[config.mk]
export PLATFORM = sky130hd
export DESIGN_NAME = umam_decoder
export DESIGN_NICKNAME = d
export VERILOG_FILES = /design/src/umam_pkg.sv /design/src/umam_decoder.sv
export SDC_FILE = /design/constraint.sdc
export NUM_CORES = 1
export LEC_CHECK = 0
export BUFFER_PORTS_ARGS = -buffer_cell sky130_fd_sc_hd__buf_2
export CORE_MARGIN = 2
export CORE_UTILIZATION = 40
export CTS_CLUSTER_DIAMETER = 80
export DETAILED_ROUTE_END_ITERATION = 8
export PLACE_DENSITY = 0.77
export SLEW_MARGIN = 20
export SYNTH_ARGS = -nofsm -noshare
export SYNTH_HDL_FRONTEND = slang
export SYNTH_SLANG_ARGS = --single-unit
[constraint.sdc]
create_clock -name clk -period 3.23 [get_ports clk]
set_clock_uncertainty 0.05 [all_clocks]
set_input_delay 0.646 -clock clk [delete_from_list [all_inputs] [get_ports clk]]
set_output_delay 0.646 -clock clk [all_outputs]
set_load 0.01 [all_outputs]
[src/umam_pkg.sv]
// Package of the unified memory address map: address bounds, variants, ports and timing.
package umam_pkg;

	// ----------------------------------------------------------------------
	// Unified address bounds
	// ----------------------------------------------------------------------
	localparam logic [15:0] FLASH_BASE = 16'h0000;
	localparam logic [15:0] FLASH_END_8K = 16'h1fff;
	localparam logic [15:0] FLASH_END_16K = 16'h3fff;
	localparam logic [15:0] FLASH_END_32K = 16'h7fff;
	localparam logic [15:0] USB_BASE = 16'hde00;
	localparam logic [15:0] USB_END = 16'hde3f;
	localparam logic [15:0] RADIO_BASE = 16'hdf00;
	localparam logic [15:0] RADIO_END = 16'hdf3d;
	localparam logic [15:0] I2S_BASE = 16'hdf40;
	localparam logic [15:0] I2S_END = 16'hdf48;
	localparam logic [15:0] SFR_BASE = 16'hdf80;
	localparam logic [15:0] SFR_END = 16'hdfff;
	localparam logic [15:0] SRAM_BASE = 16'hf000;
	localparam logic [15:0] SRAM_HOLE_1K = 16'hf300;
	localparam logic [15:0] SRAM_HOLE_2K = 16'hf700;
	localparam logic [15:0] SRAM_HOLE_END = 16'hfeff;
	localparam logic [15:0] VOLATILE_BASE = 16'hfda2;
	localparam logic [15:0] VOLATILE_END = 16'hfeff;
	localparam logic [15:0] VOLATILE_BYTES = 16'h015e;
	localparam logic [15:0] IDATA_BASE = 16'hff00;
	localparam logic [15:0] IDATA_END = 16'hffff;

	// ----------------------------------------------------------------------
	// Internal data and special register layout
	// ----------------------------------------------------------------------
	localparam logic [7:0] IDATA_DIRECT_TOP = 8'h7f;
	localparam logic [7:0] BITBYTE_LO = 8'h20;
	localparam logic [7:0] BITBYTE_HI = 8'h2f;
	localparam logic [7:0] REGBANK_TOP = 8'h1f;
	localparam logic [2:0] SFR_BITADDR_MASK = 3'h0;
	localparam int FLASH_PAGES_MAX = 32;
	localparam int FLASH_PAGE_BYTES = 1024;
	localparam int XDATA_CYCLES_MIN = 4;
	localparam int XDATA_CYCLES_MAX = 5;

	// ----------------------------------------------------------------------
	// Flash timing
	// ----------------------------------------------------------------------
	localparam int CLK_MHZ = 200;
	localparam int PAGE_ERASE_MS = 20;
	localparam int MASS_ERASE_MS = 200;
	localparam int WORD_WRITE_US = 20;
	localparam int PAGE_ERASE_CYC = PAGE_ERASE_MS * 1000 * CLK_MHZ;
	localparam int MASS_ERASE_CYC = MASS_ERASE_MS * 1000 * CLK_MHZ;
	localparam int WORD_WRITE_CYC = WORD_WRITE_US * CLK_MHZ;

	// ----------------------------------------------------------------------
	// Types
	// ----------------------------------------------------------------------
	typedef enum logic [7:0] {
		TGT_NONE = 8'h01,
		TGT_FLASH = 8'h02,
		TGT_SRAM = 8'h04,
		TGT_IDATA = 8'h08,
		TGT_RADIO = 8'h10,
		TGT_I2S = 8'h20,
		TGT_USB = 8'h40,
		TGT_SFR = 8'h80
	} umam_target_t;

	typedef enum logic [2:0] {
		ARB_IDLE = 3'h1,
		ARB_CPU = 3'h2,
		ARB_DMA = 3'h4
	} umam_arb_t;

	typedef struct packed {
		logic valid;
		logic write;
		logic fetch;
		logic [15:0] addr;
		logic [7:0] wdata;
	} umam_req_t;

	typedef struct packed {
		logic valid;
		logic write;
		logic owner;
		umam_target_t target;
		logic [15:0] offset;
		logic [7:0] wdata;
		logic retained;
		logic bitAddressable;
	} umam_sel_t;

	typedef struct packed {
		logic valid;
		logic fault;
		logic [7:0] rdata;
	} umam_rsp_t;

endpackage : umam_pkg

[src/umam_decoder.sv]
// Unified address decoder and bus steering for the CPU and DMA requesters.
// ----------------------------------------------------------------------
// Summary of operation
// - Low 128 internal bytes direct; upper indirect only.
// - Special registers; multiples of eight bit-addressable.
// - Fetch and external data share one bus.
// - Flash decoded from zero to variant top.
// - SRAM populated from 0xF000 upward.
// - 0xFF00-0xFFFF aliases internal data bytes.
// - Radio window 0xDF00 to 0xDF3D.
// - I2S window 0xDF40 to 0xDF48.
// - Peripheral special registers at 0xDF80-0xDFFF.
// - CPU-internal registers absent from alias window.
// - USB window only on USB variant.
// - Program decode identical to data decode.
// - Writes to flash are dropped.
// - Variant SRAM holes are unimplemented.
// - Top 350 bytes volatile in deep modes on the 32 KB flash variant.
// - Register banks low; 0x20-0x2F bit-addressable.
// - No RAM clearing after power-on.
// - Flash fetches cached unless cache disabled.
// - 32 main pages plus information page.
// - Information page selected only by debug.
// - Flash erase and write durations.
// ----------------------------------------------------------------------
module umam_decoder
	import umam_pkg::*;
#(
	parameter int FLASH_KB = 32,
	parameter int SRAM_KB = 4,
	parameter bit HAS_USB = 1'b1
) (
	input wire logic clk,
	input wire logic rstn,
	input wire umam_req_t cpuReq,
	input wire logic cpuDirect,
	input wire umam_req_t dmaReq,
	input wire logic [127:0] sfrCoreMap,
	input wire logic icacheDisable,
	input wire logic debugInfoPage,
	input wire umam_rsp_t targetRsp,
	output umam_sel_t targetSel,
	output logic cpuGrant,
	output logic dmaGrant,
	output umam_rsp_t cpuRsp,
	output umam_rsp_t dmaRsp,
	output logic icacheBypass,
	output logic infoPageSel,
	output logic [5:0] flashPage
);

	// ----------------------------------------------------------------------
	// Variant derived bounds
	// ----------------------------------------------------------------------
	localparam logic [15:0] FLASH_TOP = (FLASH_KB == 8) ? FLASH_END_8K :
		(FLASH_KB == 16) ? FLASH_END_16K : FLASH_END_32K;
	localparam logic [15:0] SRAM_TOP = (SRAM_KB == 1) ? SRAM_HOLE_1K :
		(SRAM_KB == 2) ? SRAM_HOLE_2K : IDATA_BASE;
	localparam int PAGE_SHIFT = $clog2(FLASH_PAGE_BYTES);

	typedef struct packed {
		umam_arb_t arb;
		logic lastDma;
		umam_sel_t sel;
		umam_rsp_t cpuRsp;
		umam_rsp_t dmaRsp;
		logic cpuGrant;
		logic dmaGrant;
		logic icacheBypass;
		logic infoPageSel;
		logic [5:0] flashPage;
	} umam_state_t;

	umam_state_t state_reg;
	umam_state_t state_next;

	// ----------------------------------------------------------------------
	// Address decode
	// ----------------------------------------------------------------------
	function automatic umam_target_t decode(input logic [15:0] a, input logic [127:0] coreMap);
		umam_target_t t;
		t = TGT_NONE;
		if (a <= FLASH_TOP) begin
			t = TGT_FLASH;
		end else if (HAS_USB && a >= USB_BASE && a <= USB_END) begin
			t = TGT_USB;
		end else if (a >= RADIO_BASE && a <= RADIO_END) begin
			t = TGT_RADIO;
		end else if (a >= I2S_BASE && a <= I2S_END) begin
			t = TGT_I2S;
		end else if (a >= SFR_BASE && a <= SFR_END) begin
			t = coreMap[a[6:0]] ? TGT_NONE : TGT_SFR;
		end else if (a >= SRAM_BASE && a < SRAM_TOP) begin
			t = TGT_SRAM;
		end else if (a >= IDATA_BASE) begin
			t = TGT_IDATA;
		end
		return t;
	endfunction : decode

	function automatic logic isRetained(input logic [15:0] a);
		return !(FLASH_KB == 32 && a >= VOLATILE_BASE && a <= VOLATILE_END);
	endfunction : isRetained

	function automatic logic isBitByte(input umam_target_t t, input logic [15:0] a);
		logic r;
		r = 1'b0;
		if (t == TGT_IDATA) begin
			r = a[7:0] >= BITBYTE_LO && a[7:0] <= BITBYTE_HI;
		end else if (t == TGT_SFR) begin
			r = a[2:0] == SFR_BITADDR_MASK;
		end
		return r;
	endfunction : isBitByte

	// ----------------------------------------------------------------------
	// Arbitration and steering
	// ----------------------------------------------------------------------
	always_comb begin
		umam_req_t req;
		umam_target_t tgt;
		logic blocked;
		req = '0;
		tgt = TGT_NONE;
		blocked = 1'b0;
		state_next = state_reg;
		state_next.cpuGrant = 1'b0;
		state_next.dmaGrant = 1'b0;
		state_next.sel.valid = 1'b0;
		state_next.cpuRsp = '0;
		state_next.dmaRsp = '0;
		state_next.icacheBypass = icacheDisable;
		state_next.infoPageSel = debugInfoPage;
		case (state_reg.arb)
			ARB_IDLE: begin
				if (dmaReq.valid && (!cpuReq.valid || !state_reg.lastDma)) begin
					state_next.arb = ARB_DMA;
					state_next.dmaGrant = 1'b1;
					state_next.lastDma = 1'b1;
					req = dmaReq;
				end else if (cpuReq.valid) begin
					state_next.arb = ARB_CPU;
					state_next.cpuGrant = 1'b1;
					state_next.lastDma = 1'b0;
					req = cpuReq;
				end
				if (state_next.arb != ARB_IDLE) begin
					tgt = decode(req.addr, sfrCoreMap);
					if (state_next.arb == ARB_CPU && cpuDirect && tgt == TGT_IDATA &&
						req.addr[7:0] > IDATA_DIRECT_TOP) begin
						tgt = TGT_NONE;
					end
					blocked = req.write && tgt == TGT_FLASH;
					state_next.sel.valid = 1'b1;
					state_next.sel.write = req.write && !blocked;
					state_next.sel.owner = state_next.arb == ARB_DMA;
					state_next.sel.target = tgt;
					state_next.sel.offset = req.addr;
					state_next.sel.wdata = req.wdata;
					state_next.sel.retained = isRetained(req.addr);
					state_next.sel.bitAddressable = isBitByte(tgt, req.addr);
					state_next.icacheBypass = icacheDisable || !(req.fetch && tgt == TGT_FLASH);
					state_next.flashPage = 6'(req.addr >> PAGE_SHIFT);
				end
			end
			ARB_CPU, ARB_DMA: begin
				if (targetRsp.valid) begin
					if (state_reg.arb == ARB_CPU) begin
						state_next.cpuRsp = targetRsp;
						state_next.cpuRsp.fault = targetRsp.fault || state_reg.sel.target == TGT_NONE;
					end else begin
						state_next.dmaRsp = targetRsp;
						state_next.dmaRsp.fault = targetRsp.fault || state_reg.sel.target == TGT_NONE;
					end
					state_next.arb = ARB_IDLE;
				end
			end
			default: begin
				state_next.arb = ARB_IDLE;
			end
		endcase
	end

	// ----------------------------------------------------------------------
	// State register
	// ----------------------------------------------------------------------
	// Storage contents are not cleared here; only control state resets.
	// No RAM initialise.
	always_ff @(posedge clk) begin
		if (!rstn) begin
			state_reg <= '0;
			state_reg.arb <= ARB_IDLE;
			state_reg.sel.target <= TGT_NONE;
			state_reg.icacheBypass <= 1'b1;
		end else begin
			state_reg <= state_next;
		end
	end

	assign infoPageSel = state_reg.infoPageSel;
	assign targetSel = state_reg.sel;
	assign cpuGrant = state_reg.cpuGrant;
	assign dmaGrant = state_reg.dmaGrant;
	assign cpuRsp = state_reg.cpuRsp;
	assign dmaRsp = state_reg.dmaRsp;
	assign icacheBypass = state_reg.icacheBypass;
	assign flashPage = state_reg.flashPage;

	// Flash durations are owned by the flash controller; constants sit in the package.

endmodule : umam_decoder

# Word-level counts from Yosys, hierarchy flattened
# Cells that the tools add are included.
totals:
  elab_cells: 119
  out_inout_bits: 67
  reg_bits: 71
  input_bits: 197
classes:
  muxes: 32
  eq_ne: 13
  bitwise_logic: 4
  order_cmp: 18
  n_reduce_logical: 31
op_table:
  columns: ["cell", "n"]
  rows:
  - ["$ge 16x16->1 const B", 7]
  - ["$mux 8", 11]
  - ["$le 16x16->1 const B", 5]
  - ["$mux 26", 3]
  - ["$mux 37", 1]
  - ["$mux 10", 2]
  - ["$mux 4", 5]
  - ["$eq 8x4->1 const B", 2]
  - ["$le 16x15->1 const B", 1]
  - ["$lt 16x16->1 const B", 1]
  - ["$logic_and 1x1->1", 14]
  - ["$eq 8x1->1 const B", 1]
  - ["$eq 8x2->1 const B", 1]
  - ["$eq 8x8->1 const B", 1]
  - ["$ge 8x6->1 const B", 1]
  - ["$gt 8x7->1 const B", 1]
  - ["$le 8x6->1 const B", 1]
  - ["$lt 7x8->1 const B", 1]
  - ["$bmux 1 s7", 1]
  - ["$mux 1", 7]
  - ["$eq 3x2->1 const B", 2]
  - ["$eq 3x3->1 const B", 2]
  - ["$pmux 3 s2", 1]
  - ["$reduce_and 2->1", 3]
  - ["14 further kinds", 23]

# Longest topological paths before layout
# Gate-level depths: netlist of run 1.
logic_depth:
  ltp_word: 27
  depth_mapped: 13
  ltp_nobuf: 9

# Least setup slack after synthesis of run 1
# Ideal clock, no wire load.
synth_timing:
  path_type: "input -> register"
  startpoint: "input dmaReq[26] (netlist bit)"
  endpoint: "register state_reg, in the netlist targetSel[0]"
  slack_ns: 0.321
  t_required_ns: 3.034
  arrival_ns: 2.713
  path_buffers: 3
  cell_stages: 11
  setup_time_ns: 0.146
  cell_sequence: "nand2b_4 > buf_6 > a32oi_1 > buf_2 > buf_6 > mux2_2 > o22ai_1 > nor3_1 > or4_1 > o21ai_1 > o41ai_2"
synth_between:
  elab_chain_cells: 22
  word_cells_on_any_way: 53
  classes_between: "order compare: 15; eq/ne: 5; mux: 21; reduce/logical: 12"
synth_rtl:
  columns: ["element", "line", "text"]
  rows:
  - ["from (decl)", "umam_decoder.sv:37", "input wire umam_req_t dmaReq,"]
  - ["$logic_and 1x1->1 *", "umam_decoder.sv:136", "if (dmaReq.valid && (!cpuReq.valid || !state_reg.lastDma)) begin"]
  - ["$mux 26", "umam_decoder.sv:136", null]
  - ["$mux 26", "umam_decoder.sv:134", "case (state_reg.arb)"]
  - ["$ge 16x16->1 (tied with other cells)", "umam_decoder.sv:95", "end else if (a >= IDATA_BASE) begin"]
  - ["$mux 4 (tied with other cells)", "umam_decoder.sv:95", null]
  - ["$mux 4 / $mux 8 (equally long branches)", "umam_decoder.sv:93, umam_decoder.sv:92", null]
  - ["$mux 8", "umam_decoder.sv:91", "end else if (a >= SFR_BASE && a <= SFR_END) begin"]
  - ["$mux 8", "umam_decoder.sv:89", "end else if (a >= I2S_BASE && a <= I2S_END) begin"]
  - ["[... 5 more ...]", null, null]
  - ["$eq 8x4->1", "umam_decoder.sv:149", "if (state_next.arb == ARB_CPU && cpuDirect && tgt == TGT_IDATA &&"]
  - ["$logic_and 1x1->1 (2 in series)", "umam_decoder.sv:149", null]
  - ["$mux 8", "umam_decoder.sv:149", null]
  - ["$mux 8", "umam_decoder.sv:147", "if (state_next.arb != ARB_IDLE) begin"]
  - ["$mux 8", "umam_decoder.sv:134", null]
  - ["$eq 8x8->1", "umam_decoder.sv:110", "end else if (t == TGT_SFR) begin"]
  - ["$mux 1", "umam_decoder.sv:110", null]
  - ["$mux 1", "umam_decoder.sv:108", "if (t == TGT_IDATA) begin"]
  - ["to (signal assigned)", "umam_decoder.sv:196", "state_reg <= state_next;"]
  - ["to (decl)", "umam_decoder.sv:74", "umam_state_t state_reg;"]
# Every way passes the cells marked *; elsewhere a longest branch is shown, timed or not. The select of a mux whose other input is x is not followed.
# A chain may end at the register's enable or synchronous reset.

# Worst setup path after layout of run 1
# Same ends and word-level chain as after synthesis.

==> results.tsv, run 1 <==
stage	metric	value	unit
status	status	finished, final reports clean	
logic_synthesis	synth_cells	585	
sta	slew_viol_final	0	
layout	drive_above_1_share	42.80	%
critical_path	reg2reg_depth	11	
drt	first_pass_iters	5	
sta	worst_slew_pin_slew	0.8997	ns
critical_path	rrSetupSlack	0.37	ns
logic_synthesis	synth_seq_area_share	29.26	%
critical_path	cp_top_family	compound AO/OA/AOI/OAI gates	
drt	ant_nets	0	
critical_path	r2r_start	state_reg[67]$_SDFFE_PN0P_	
critical_path	worstPathMaxFanout	20	
flow_run	cap_violations	0	
critical_path	worstPathArrival	3.10	ns
die	die_h	109.4	um
power	leakage	2.876	nW
sta	final.min_clock_period	2.887	ns
global_route	grt_pass1_vias	4695	
logic_synthesis	synth_warnings	0	
logic_synthesis	synth-seq-cells	65	
clocking	cts.htree.levels	3	
logic_synthesis	yosys-top-cells-area	dfxtp_1 29%, buf_4 12%, nand2_1 9.7%, mux2i_1 5.4%, nor2_1 4.0%	
sta	setup_viol	0	
power	cellPowerDensity	420.4	nW/um^2
critical_path	critical_path_required	3.44	ns
critical_path	crit_top_cell	buf_4	
drt	drc	0	
die	start_util	41.02	%
logic_synthesis	synth_top_cell_by_area	dfxtp_1	
logic_synthesis	synth_edf_count	0	
clocking	cts_tree	yes	
clocking	cts_setup_buffers	0	
clocking	numClockSinks	65	
global_route	grt_antenna_before_repair	0	
die	rows	38	
logic_synthesis	postSynthAreaPerCell	7.601	um^2
drt	wire_per_inst	16.30	um
sta	fin_ws	0.3434	ns
sta	fmax	0.3464	GHz
clocking	hold_buffers	0	
logic_synthesis	yosysUniqueCellTypes	51	
sta	fin_tns_setup	0	ns
clocking	cts_buffers	9	
critical_path	start_kind	input port	
logic_synthesis	yosys-top-cells-count	115 x nand2_1, 70 x buf_4, 65 x dfxtp_1	
logic_synthesis	synthArstFlopShare	0	%
clocking	cts_buffer_depth	2	
power	finalPower	0.002432	W
sta	rsz0062_at_grt	no	
drt	wl	15420	um
drt	vias	5005	
global_route	grt_pass1_wl	23010	um
critical_path	critical_path_buf_inv_count	3	
critical_path	critPathKind	in2reg	
logic_synthesis	syn-num-nets	782	
hold_path	hold_end	icacheBypass$_SDFF_PN1_	
sta	fin_crit_sh	89.37	%
logic_synthesis	yosysMostFrequentCell	nand2_1	
hold_path	hp-start	icacheDisable	
layout	largest_register_ffs	37	
clocking	clkLatencyLatePin	0.36	ns
drt	via_per_inst	5.291	
layout	area_delta_synth_final	30.11	%
global_route	grt_usage	24.87	%
critical_path	crit_path_max_incr_delay	0.33	ns
die	ios	264	
power	peakVddDrop	314.0	uV
clocking	clk_pin_slew	0.07	ns
sta	finalHoldViolCount	0	
layout	final_util	53.37	%
placed_design	io_buffers	263	
critical_path	endpoint_kind	register	
layout	antennaDiodeCount	0	
die	fp.dieW	109.4	um
placed_design	post-place-ws	-0.01455	ns
layout	num-nets-final	998	
critical_path	r2r_end	targetSel[0]$_SDFFE_PN0P_	
critical_path	cp_slowest_cell	o41ai_2	
clocking	ctsResizeCount	0	
global_route	grt_start_max_net_pins	44	
critical_path	path_cells	buf_2 > a21boi_4 > a32o_2 > buf_4 > buf_4 > mux2i_1 > o22ai_1 > nor4_1 > nor3_1 > nor4_2 > o21ai_1 > o41ai_2	
die	die_area	11980	um^2
global_route	grt.overflow.total	0	
logic_synthesis	synth_top_area_share	29.26	%
logic_synthesis	synth_area	4447	um^2
clocking	clk_root_buffer_cell	clkbuf_8	
sta	relSlewSlack	39.56	%
placed_design	place.gp.congestion	0.9553	
hold_path	worstHoldPathCells	2	
drt	drt_iter0_drc	339	
logic_synthesis	synth_ff_type	dfxtp_1	
hold_path	hold_path.class	in2reg	
placed_design	dp.final_hpwl	12560	um
die	core_region_area	10840	um^2
-- logic make-up after synthesis --
logic type / count (synthesis) / share of synthesized area (%)
AND/OR/NAND/NOR: 267 / 28.05
AO/OA/AOI/OAI: 121 / 19.89
buffers and inverters: 103 / 16.18
multiplexers: 28 / 6.415
XOR/XNOR: 1 / 0.1970
flip-flops: 65 / 29.26
-- worst max-delay path by stage --
stage	startpoint	to	slack [ns]	cells past startpoint
final	dmaReq[26]	targetSel[0]$_SDFFE_PN0P_	0.34	12
after global routing	state_reg[67]$_SDFFE_PN0P_	targetSel[0]$_SDFFE_PN0P_	0.17	11
after CTS	dmaReq[26]	targetSel[0]$_SDFFE_PN0P_	0.37	12
after detailed placement	dmaReq[26]	targetSel[0]$_SDFFE_PN0P_	-0.01	12
after global placement	cpuReq[26]	targetSel[0]$_SDFFE_PN0P_	0.03	11
after floorplan	dmaReq[26]	targetSel[0]$_SDFFE_PN0P_	0.32	11
-- cell type report --
type	count	area, um^2
Clock buffer	9	123.9
Inverter	2	7.507
Tap cell	140	175.2
Timing Repair Buffer	306	1652
Multi-Input combinational cell	417	2449
Sequential cell	65	1301
Clock inverter	7	77.57
Fill cell	1108	5055
-- routing by layer --
metal  up-vias  share of wire [%]  track usage (%)
met5         -                  0                0
met4         0                1.6            7.324
met2       238                 50            44.93
met3        18                8.8            6.402
met1      2279                 39            28.70
li1       2470                  -                -
-- worst reg2reg max path: cells and delay by family, from the launching register on --
family,cells,cell delay (ns)
DFF,1,0.42
muxes,1,0.20
buffers and inverters,2,0.48
and+or+nand+nor,4,0.76
AOI/OAI and AO/OA,4,0.83
-- power breakdown --
part	switching, W	leakage, nW	internal [W]	total, W
clock	0.000336	0.100	0.000362	0.000698
sequential	0.0000386	0.532	0.000865	0.000904
combinational	0.000461	2.24	0.000369	0.000830
-- placed cells by master (no fill, tap or decap), drive strengths merged, types with 5 or more instances in the layout --
cell type | netlist | routed
buf | 86 | 306
nand2 | 115 | 115
dfxtp | 65 | 65
nor2 | 49 | 49
a21oi | 32 | 32
mux2i | 24 | 24
nor3 | 24 | 24
a211oi | 19 | 19
and2 | 19 | 19
and3 | 12 | 12
nand3 | 11 | 11
nand4 | 11 | 11
nor4 | 10 | 10
a32oi | 10 | 10
a22oi | 10 | 10
a31oi | 9 | 9
clkbuf | 15 | 9
a221oi | 8 | 8
o21ai | 8 | 8
a22o | 5 | 5
-- metrics by stage --
| step | hold WS [ns] | cells | instance area [um^2] |
|---|---|---|---|
| 2_1_floorplan | 0.3950 | 585 | 4447 |
| 6_report | 0.4247 | 946 | 5786 |
| 3_5_place_dp | 0.4238 | 930 | 5584 |
| 5_1_grt | 0.4255 | 946 | 5786 |
| 3_3_place_gp | 0.4099 | 930 | 5584 |
| 4_1_cts | 0.4085 | 946 | 5786 |
Note: power is estimated with default switching activity, not from simulation.
==> run 2, diff against run 1 <==
--- a/config.mk
+++ b/config.mk
@@ -6,11 +6,13 @@
 export NUM_CORES = 1
 export LEC_CHECK = 0
 export BUFFER_PORTS_ARGS = -buffer_cell sky130_fd_sc_hd__buf_2
+export CELL_PAD_IN_SITES_DETAIL_PLACEMENT = 0
+export CELL_PAD_IN_SITES_GLOBAL_PLACEMENT = 2
 export CORE_MARGIN = 2
-export CORE_UTILIZATION = 40
+export CORE_UTILIZATION = 23
 export CTS_CLUSTER_DIAMETER = 80
 export DETAILED_ROUTE_END_ITERATION = 8
-export PLACE_DENSITY = 0.77
+export PLACE_DENSITY = 0.84
 export SLEW_MARGIN = 20
 export SYNTH_ARGS = -nofsm -noshare
 export SYNTH_HDL_FRONTEND = slang
==> run 2 against run 1 <==
Effect of this change: sequential power increased by 0.6%; total power increased by 15%; clock power increased by 42%; critical endpoint unchanged; largest power group is now clock.
==> results.tsv, run 2 (synthesis gave the netlist of run 1 again) <==
stage	metric	value	unit	change
status	status	finished, final reports clean		
critical_path	rrSetupSlack	0.34	ns	-0.03 ns
global_route	grt_usage	17.43	%	-7.4 points
drt	vias	4932		-1.5%
power	cellPowerDensity	451.5	nW/um^2	+7.4%
placed_design	dpl_cell_area	5867	um^2	+5.1%
placed_design	dp.final_hpwl	15130	um	+20%
clocking	cts_tree	yes		
sta	finalHoldWorstSlack	0.4297	ns	+0.004978 ns
clocking	clk_pin_slew	0.06	ns	about the same
die	fp.dieW	143.0	um	+31%
die	ios	264		unchanged
die	rows	50		+32%
placed_design	place.gp.congestion	0.8667		-9.3%
power	leakage	2.985	nW	+3.8%
layout	fin_area	6172	um^2	+6.7%
placed_design	dp.cells	1061		+14%
clocking	hold_buffers	0		unchanged
layout	area_delta_synth_final	38.80	%	
power	finalPower	0.002787	W	+15%
critical_path	start_kind	input port		
clocking	cts_buffers	9		unchanged
sta	finalHoldViolCount	0		unchanged
hold_path	hold_path.class	reg2reg		
clocking	cts.htree.levels	3		unchanged
critical_path	worstPathMaxFanout	13		-35%
clocking	clk_root_buffer_cell	clkbuf_16		
die	die_h	143.0	um	+31%
critical_path	worstPathArrival	3.14	ns	+0.04 ns
hold_path	hold_end	targetSel[35]$_SDFFE_PN0P_		
drt	ant_nets	0		unchanged
layout	final_cell_mix	263 x buf_2, 115 x nand2_1, 65 x dfxtp_1		
layout	seq_area	1301	um^2	unchanged
drt	wl	18300	um	+19%
sta	rsz0062_at_grt	no		
clocking	cts_setup_buffers	0		unchanged
global_route	grt_pass1_wl	27130	um	+18%
sta	setup_viol	0		unchanged
global_route	grt_start_max_net_pins	38		-14%
layout	fin_cells	1077		+14%
hold_path	hp-start	targetSel[35]$_SDFFE_PN0P_		
layout	largest_register_ffs	37		unchanged
global_route	grt.overflow.total	0		unchanged
critical_path	endpoint_kind	register		
clocking	cts_buffer_depth	2		unchanged
critical_path	r2r_end	targetSel[0]$_SDFFE_PN0P_		
clocking	ctsResizeCount	0		unchanged
drt	via_per_inst	4.579		-13%
critical_path	critical_path_required	3.39	ns	-0.05 ns
drt	first_pass_iters	5		unchanged
sta	fmax	0.3355	GHz	-3.2%
die	start_util	23.61	%	-17 points
flow_run	cap_violations	0		unchanged
die	die_area	20460	um^2	+71%
critical_path	r2r_start	state_reg[67]$_SDFFE_PN0P_		
sta	fin_crit_sh	92.28	%	+2.9 points
layout	multi_input_area	2449	um^2	unchanged
global_route	grt_pass1_vias	4864		+3.6%
clocking	numClockSinks	65		unchanged
drt	drt_iter0_drc	223		-34%
layout	antennaDiodeCount	0		unchanged
drt	drc	0		unchanged
layout	drive_above_1_share	43.57	%	+0.77 points
power	peakVddDrop	229.5	uV	-27%
drt	wire_per_inst	16.99	um	+4.2%
layout	num-nets-final	1009		+1.1%
critical_path	critPathKind	in2reg		
sta	final.min_clock_period	2.981	ns	+0.09400 ns
sta	slew_viol_final	0		unchanged
placed_design	io_buffers	263		unchanged
layout	final_util	32.78	%	-21 points
layout	final_common_cell	buf_2		
clocking	clkLatencyLatePin	0.33	ns	-0.03 ns
global_route	grt_antenna_before_repair	0		unchanged
sta	relSlewSlack	35.13	%	-4.4 points
sta	worst_slew_pin_slew	0.9656	ns	+0.06590 ns
layout	fillers	2079		+88%
die	core_region_area	18830	um^2	+74%
critical_path	reg2reg_depth	10		-1
hold_path	worstHoldPathCells	2		unchanged
run 2: changes by cell type in the layout (fill, tap and decap cells not counted):
cell,change
inv_6,-1
buf_4,+7
clkinvlp_4,+2
buf_12,+4
clkbuf_8,-8
clkbuf_16,+9
clkinv_4,-2
run 2: how the worst max path moves through the flow:
stage                               startpoint                         end  cells after the start
floorplan                           dmaReq[26]   targetSel[0]$_SDFFE_PN0P_                     11
global placement                    dmaReq[26]   targetSel[0]$_SDFFE_PN0P_                     13
detailed placement                  dmaReq[26]   targetSel[0]$_SDFFE_PN0P_                     11
CTS                                 dmaReq[26]   targetSel[0]$_SDFFE_PN0P_                     11
global route        state_reg[67]$_SDFFE_PN0P_  targetSel[31]$_SDFFE_PN0P_                     10
finish                              dmaReq[26]   targetSel[0]$_SDFFE_PN0P_                     11
run 2: critical path, cell delays in order:
cell and delay, ns:
buf_2 0.12, a21boi_4 0.35, a32o_2 0.26, buf_12 0.15
nand2_1 0.05, and3_1 0.17, a211oi_1 0.31, nor4_1 0.11
or4_1 0.60, o21ai_1 0.25, o41ai_2 0.11
run 2: stage by stage:
| stage | setup TNS, ns | worst slack (ns) |
|---|---|---|
| 2_1_floorplan | 0 | 0.3212 |
| 3_3_place_gp | -0.2028 | -0.09370 |
| 3_5_place_dp | -0.2307 | -0.09339 |
| 4_1_cts | 0 | 0.2593 |
| 5_1_grt | 0 | 0.04880 |
| 6_report | 0 | 0.2495 |
run 2: where the power goes:
group,total (W),switching [W],internal (W)
logic,0.000890,0.000491,0.000399
registers,0.000909,0.0000420,0.000867
clock network,0.000988,0.000369,0.000619
run 2: final cells by class:
type / instances / area share, %
multi-input cells: 417 / 39.67
repair buffers: 317 / 28.91
flip-flops and latches: 65 / 21.08
well taps: 260 / 5.271
clock buffers: 10 / 3.872
clock inverters: 6 / 1.074
inverters: 2 / 0.1216
run 2: metal layers:
layer	GRT usage, %	part of all wire, %	up-vias
met5	0	0	-
met4	4.482	0.97	0
met3	4.192	7.6	11
met2	30.12	48	214
met1	21.67	44	2217
li1	-	-	2490
==> run 3, diff against run 2 <==
--- a/config.mk
+++ b/config.mk
@@ -5,11 +5,12 @@
 export SDC_FILE = /design/constraint.sdc
 export NUM_CORES = 1
 export LEC_CHECK = 0
+export ABC_AREA = 1
 export BUFFER_PORTS_ARGS = -buffer_cell sky130_fd_sc_hd__buf_2
 export CELL_PAD_IN_SITES_DETAIL_PLACEMENT = 0
 export CELL_PAD_IN_SITES_GLOBAL_PLACEMENT = 2
 export CORE_MARGIN = 2
-export CORE_UTILIZATION = 23
+export CORE_UTILIZATION = 22
 export CTS_CLUSTER_DIAMETER = 80
 export DETAILED_ROUTE_END_ITERATION = 8
 export PLACE_DENSITY = 0.84
==> run 3 against run 2 <==
Effect of this change: setup slack gained 0.26 ns; sequential power hardly changed; final area up 4.5%; hold slack got worse by 0.020 ns; sequential share of layout area is 0.91 points lower; non-clock buffer count down 34; sequential cell count did not move; die area rose by 15%; critical path type unchanged; highest routed layer is now met5.
==> results.tsv, run 3 <==
stage	metric	value	unit	change
status	status	finished, final reports clean		
critical_path	worstPathArrival	2.89	ns	-0.25 ns
clocking	hold_buffers	0		unchanged
logic_synthesis	synth_seq_area_share	26.38	%	-2.9 points
placed_design	place.gp.congestion	0.8227		-5.1%
clocking	cts_buffers	9		unchanged
placed_design	io_buffers	263		unchanged
critical_path	cp_top_family	simple AND/OR/NAND/NOR gates		
critical_path	critical_path_buf_inv_count	4		+2
placed_design	dp.cells	1295		+22%
logic_synthesis	synth_top_cell_by_area	dfxtp_1		
layout	drive_above_1_share	32.59	%	-11 points
layout	seq_area	1301	um^2	unchanged
global_route	grt.overflow.total	0		unchanged
drt	drt_iter0_drc	263		+18%
logic_synthesis	synth_ff_type	dfxtp_1		
die	fp.dieW	153.7	um	+7.5%
logic_synthesis	yosysUniqueCellTypes	41		-20%
critical_path	start_kind	input port		
logic_synthesis	synth_area	4932	um^2	+11%
die	core_region_area	21890	um^2	+16%
die	die_h	153.7	um	+7.5%
clocking	clkLatencyLatePin	0.33	ns	about the same
drt	first_pass_iters	9		+4
die	ios	264		unchanged
clocking	cts.htree.levels	3		unchanged
clocking	clk_root_buffer_cell	clkbuf_16		
global_route	gr-usage-met3	3.692	%	-0.50 points
critical_path	endpoint_kind	register		
clocking	cts_setup_buffers	0		unchanged
sta	finalHoldViolCount	0		unchanged
layout	fillers	2558		+23%
drt	wl	19310	um	+5.5%
logic_synthesis	syn-num-nets	1029		+32%
die	die_area	23630	um^2	+15%
logic_synthesis	yosysMostFrequentCell	nand2_1		
placed_design	dp.final_hpwl	15260	um	+0.87%
logic_synthesis	postSynthAreaPerCell	5.928	um^2	-22%
logic_synthesis	synth_edf_count	0		unchanged
critical_path	critPathKind	in2reg		
clocking	ctsResizeCount	0		unchanged
critical_path	critical_path_required	3.39	ns	about the same
sta	slew_viol_final	0		unchanged
placed_design	post-place-ws	0.1599	ns	+0.2533 ns
sta	fin_ws	0.5082	ns	+0.2587 ns
global_route	grt_usage	15.98	%	-1.4 points
critical_path	crit_top_cell	nand2_1		
layout	largest_register_ffs	37		unchanged
sta	setup_viol	0		unchanged
power	cellPowerDensity	443.7	nW/um^2	-1.7%
power	leakage	3.695	nW	+24%
critical_path	path_cells	buf_2 > nand2_2 > nand2_4 > nand2_2 > clkinv_2 > nand2_1 > nand2_2 > nor2_2 > nand3_1 > nand2_1 > inv_1 > nand2_1 > nand2_1 > nand2_1 > inv_1 > nand2_1 > nand2_1 > nand3_1 > nand2_1 > nand2_1 > nand2_1		
global_route	grt_start_max_net_pins	55		+45%
sta	rsz0062_at_grt	no		
power	peakVddDrop	211.8	uV	-7.7%
layout	final_common_cell	nand2_1		
global_route	top_usage_layer	met2		
drt	ant_nets	0		unchanged
global_route	grt_antenna_before_repair	3		+3
flow_run	cap_violations	0		unchanged
logic_synthesis	synth_cells	832		+42%
drt	wire_per_inst	14.71	um	-13%
layout	fin_cells	1313		+22%
placed_design	dpl_cell_area	6126	um^2	+4.4%
die	rows	54		+8.0%
die	start_util	22.53	%	-1.1 points
critical_path	crit_path_max_incr_delay	0.27	ns	-0.33 ns
logic_synthesis	yosys-top-cells-count	273 x nand2_1, 100 x inv_1, 97 x nand3_1		
clocking	cts_buffer_depth	2		unchanged
sta	relSlewSlack	65.03	%	+30 points
critical_path	worstPathMaxFanout	14		+1
hold_path	hold_path.class	reg2reg		
clocking	cts_tree	yes		
logic_synthesis	synth-seq-cells	65		unchanged
sta	worst_slew_pin_slew	0.5245	ns	-0.4411 ns
layout	area_delta_synth_final	30.77	%	
sta	fin_tns_setup	0	ns	unchanged
global_route	grt_pass1_wl	30030	um	+11%
layout	final_cell_mix	273 x nand2_1, 263 x buf_2, 100 x inv_1		
logic_synthesis	synthArstFlopShare	0	%	unchanged
logic_synthesis	synth_warnings	0		unchanged
sta	final.min_clock_period	2.722	ns	-0.2587 ns
layout	multi_input_area	2534	um^2	+3.5%
global_route	gr-usage-met2	26.52	%	-3.6 points
sta	fin_crit_sh	84.27	%	-8.0 points
global_route	grt_pass1_vias	5551		+14%
layout	fin_area	6450	um^2	+4.5%
drt	vias	5727		+16%
clocking	numClockSinks	65		unchanged
drt	drc	0		unchanged
logic_synthesis	yosys-top-cells-area	dfxtp_1 26%, nand2_1 21%, buf_4 10%, nand3_1 9.8%, inv_1 7.6%		
drt	via_per_inst	4.362		-4.8%
sta	fmax	0.3674	GHz	+9.5%
logic_synthesis	synth_top_area_share	26.38	%	-2.9 points
layout	final_util	29.46	%	-3.3 points
critical_path	cp_slowest_cell	nor2_2		
clocking	clk_pin_slew	0.05	ns	about the same
layout	num-nets-final	1223		+21%
global_route	use_met1	21.16	%	-0.51 points
[run 3: changes by cell type after synthesis, moves of 10 or more]
cell,delta
a21oi_1,+14
nor3_1,-20
and3_1,-12
a211oi_1,-18
inv_2,+10
o21ai_0,+23
and2_1,-18
nand2_1,+158
mux2i_1,-24
inv_1,+99
a32oi_1,-10
nand3_1,+86
[run 3: where the power goes]
| part | switching (W) | internal (W) |
|---|---|---|
| Clock | 0.000369 | 0.000678 |
| Sequential | 0.0000364 | 0.000871 |
| Combinational | 0.000561 | 0.000347 |
[run 3: path summary, 6_finish.rpt]
path / start / to / slack, ns / depth (start not counted)
setup reg to reg: state_reg[67]$_SDFFE_PN0P_ / targetSel[26]$_SDFFE_PN1P_ / 0.68 / 20
hold reg to reg: targetSel[34]$_SDFFE_PN0P_ / targetSel[34]$_SDFFE_PN0P_ / 0.41 / 2
setup / recovery: cpuReq[26] / targetSel[26]$_SDFFE_PN1P_ / 0.51 / 21
hold / removal: targetSel[34]$_SDFFE_PN0P_ / targetSel[34]$_SDFFE_PN0P_ / 0.41 / 2
[run 3: per-stage QoR]
| stage | power (W) | hold WS (ns) |
|---|---|---|
| after global routing | 0.003068 | 0.4377 |
| final | 0.002862 | 0.4101 |
| after detailed placement | 0.001842 | 0.4036 |
| after CTS | 0.002910 | 0.4128 |
| after floorplan | 0.001542 | 0.3944 |
| after global placement | 0.001847 | 0.4027 |
[run 3: cell families (layout without fill, tap and decap cells)]
logic type / after synthesis / in the layout / share of synthesized area (%)
and+or+nand+nor: 448 / 448 / 38.89
other: 0 / 2 / 0
buffers and inverters: 216 / 415 / 22.48
DFF: 65 / 65 / 26.38
AOI/OAI and AO/OA: 103 / 103 / 12.25
[run 3: metal layers]
layer | routed length [um] | share of wire (%)
met1 | 8802 | 46
met2 | 9023 | 47
met3 | 1209 | 6.3
met4 | 263 | 1.4
met5 | 13 | 0.067
[run 3: cell type report]
class,count,area share (%)
antenna,2,0.07759
tap,280,5.432
timing repair buffer,283,23.32
clock buffer,10,3.550
multi-input combinational,551,39.28
clock inverter,6,1.397
sequential,65,20.17
inverter,116,6.770
[run 3: tightest hold or removal path, cell delays in order, from the launching register on]
cell and delay [ns]:
dfxtp_1 0.30, nand3_1 0.07, nand2_1 0.04
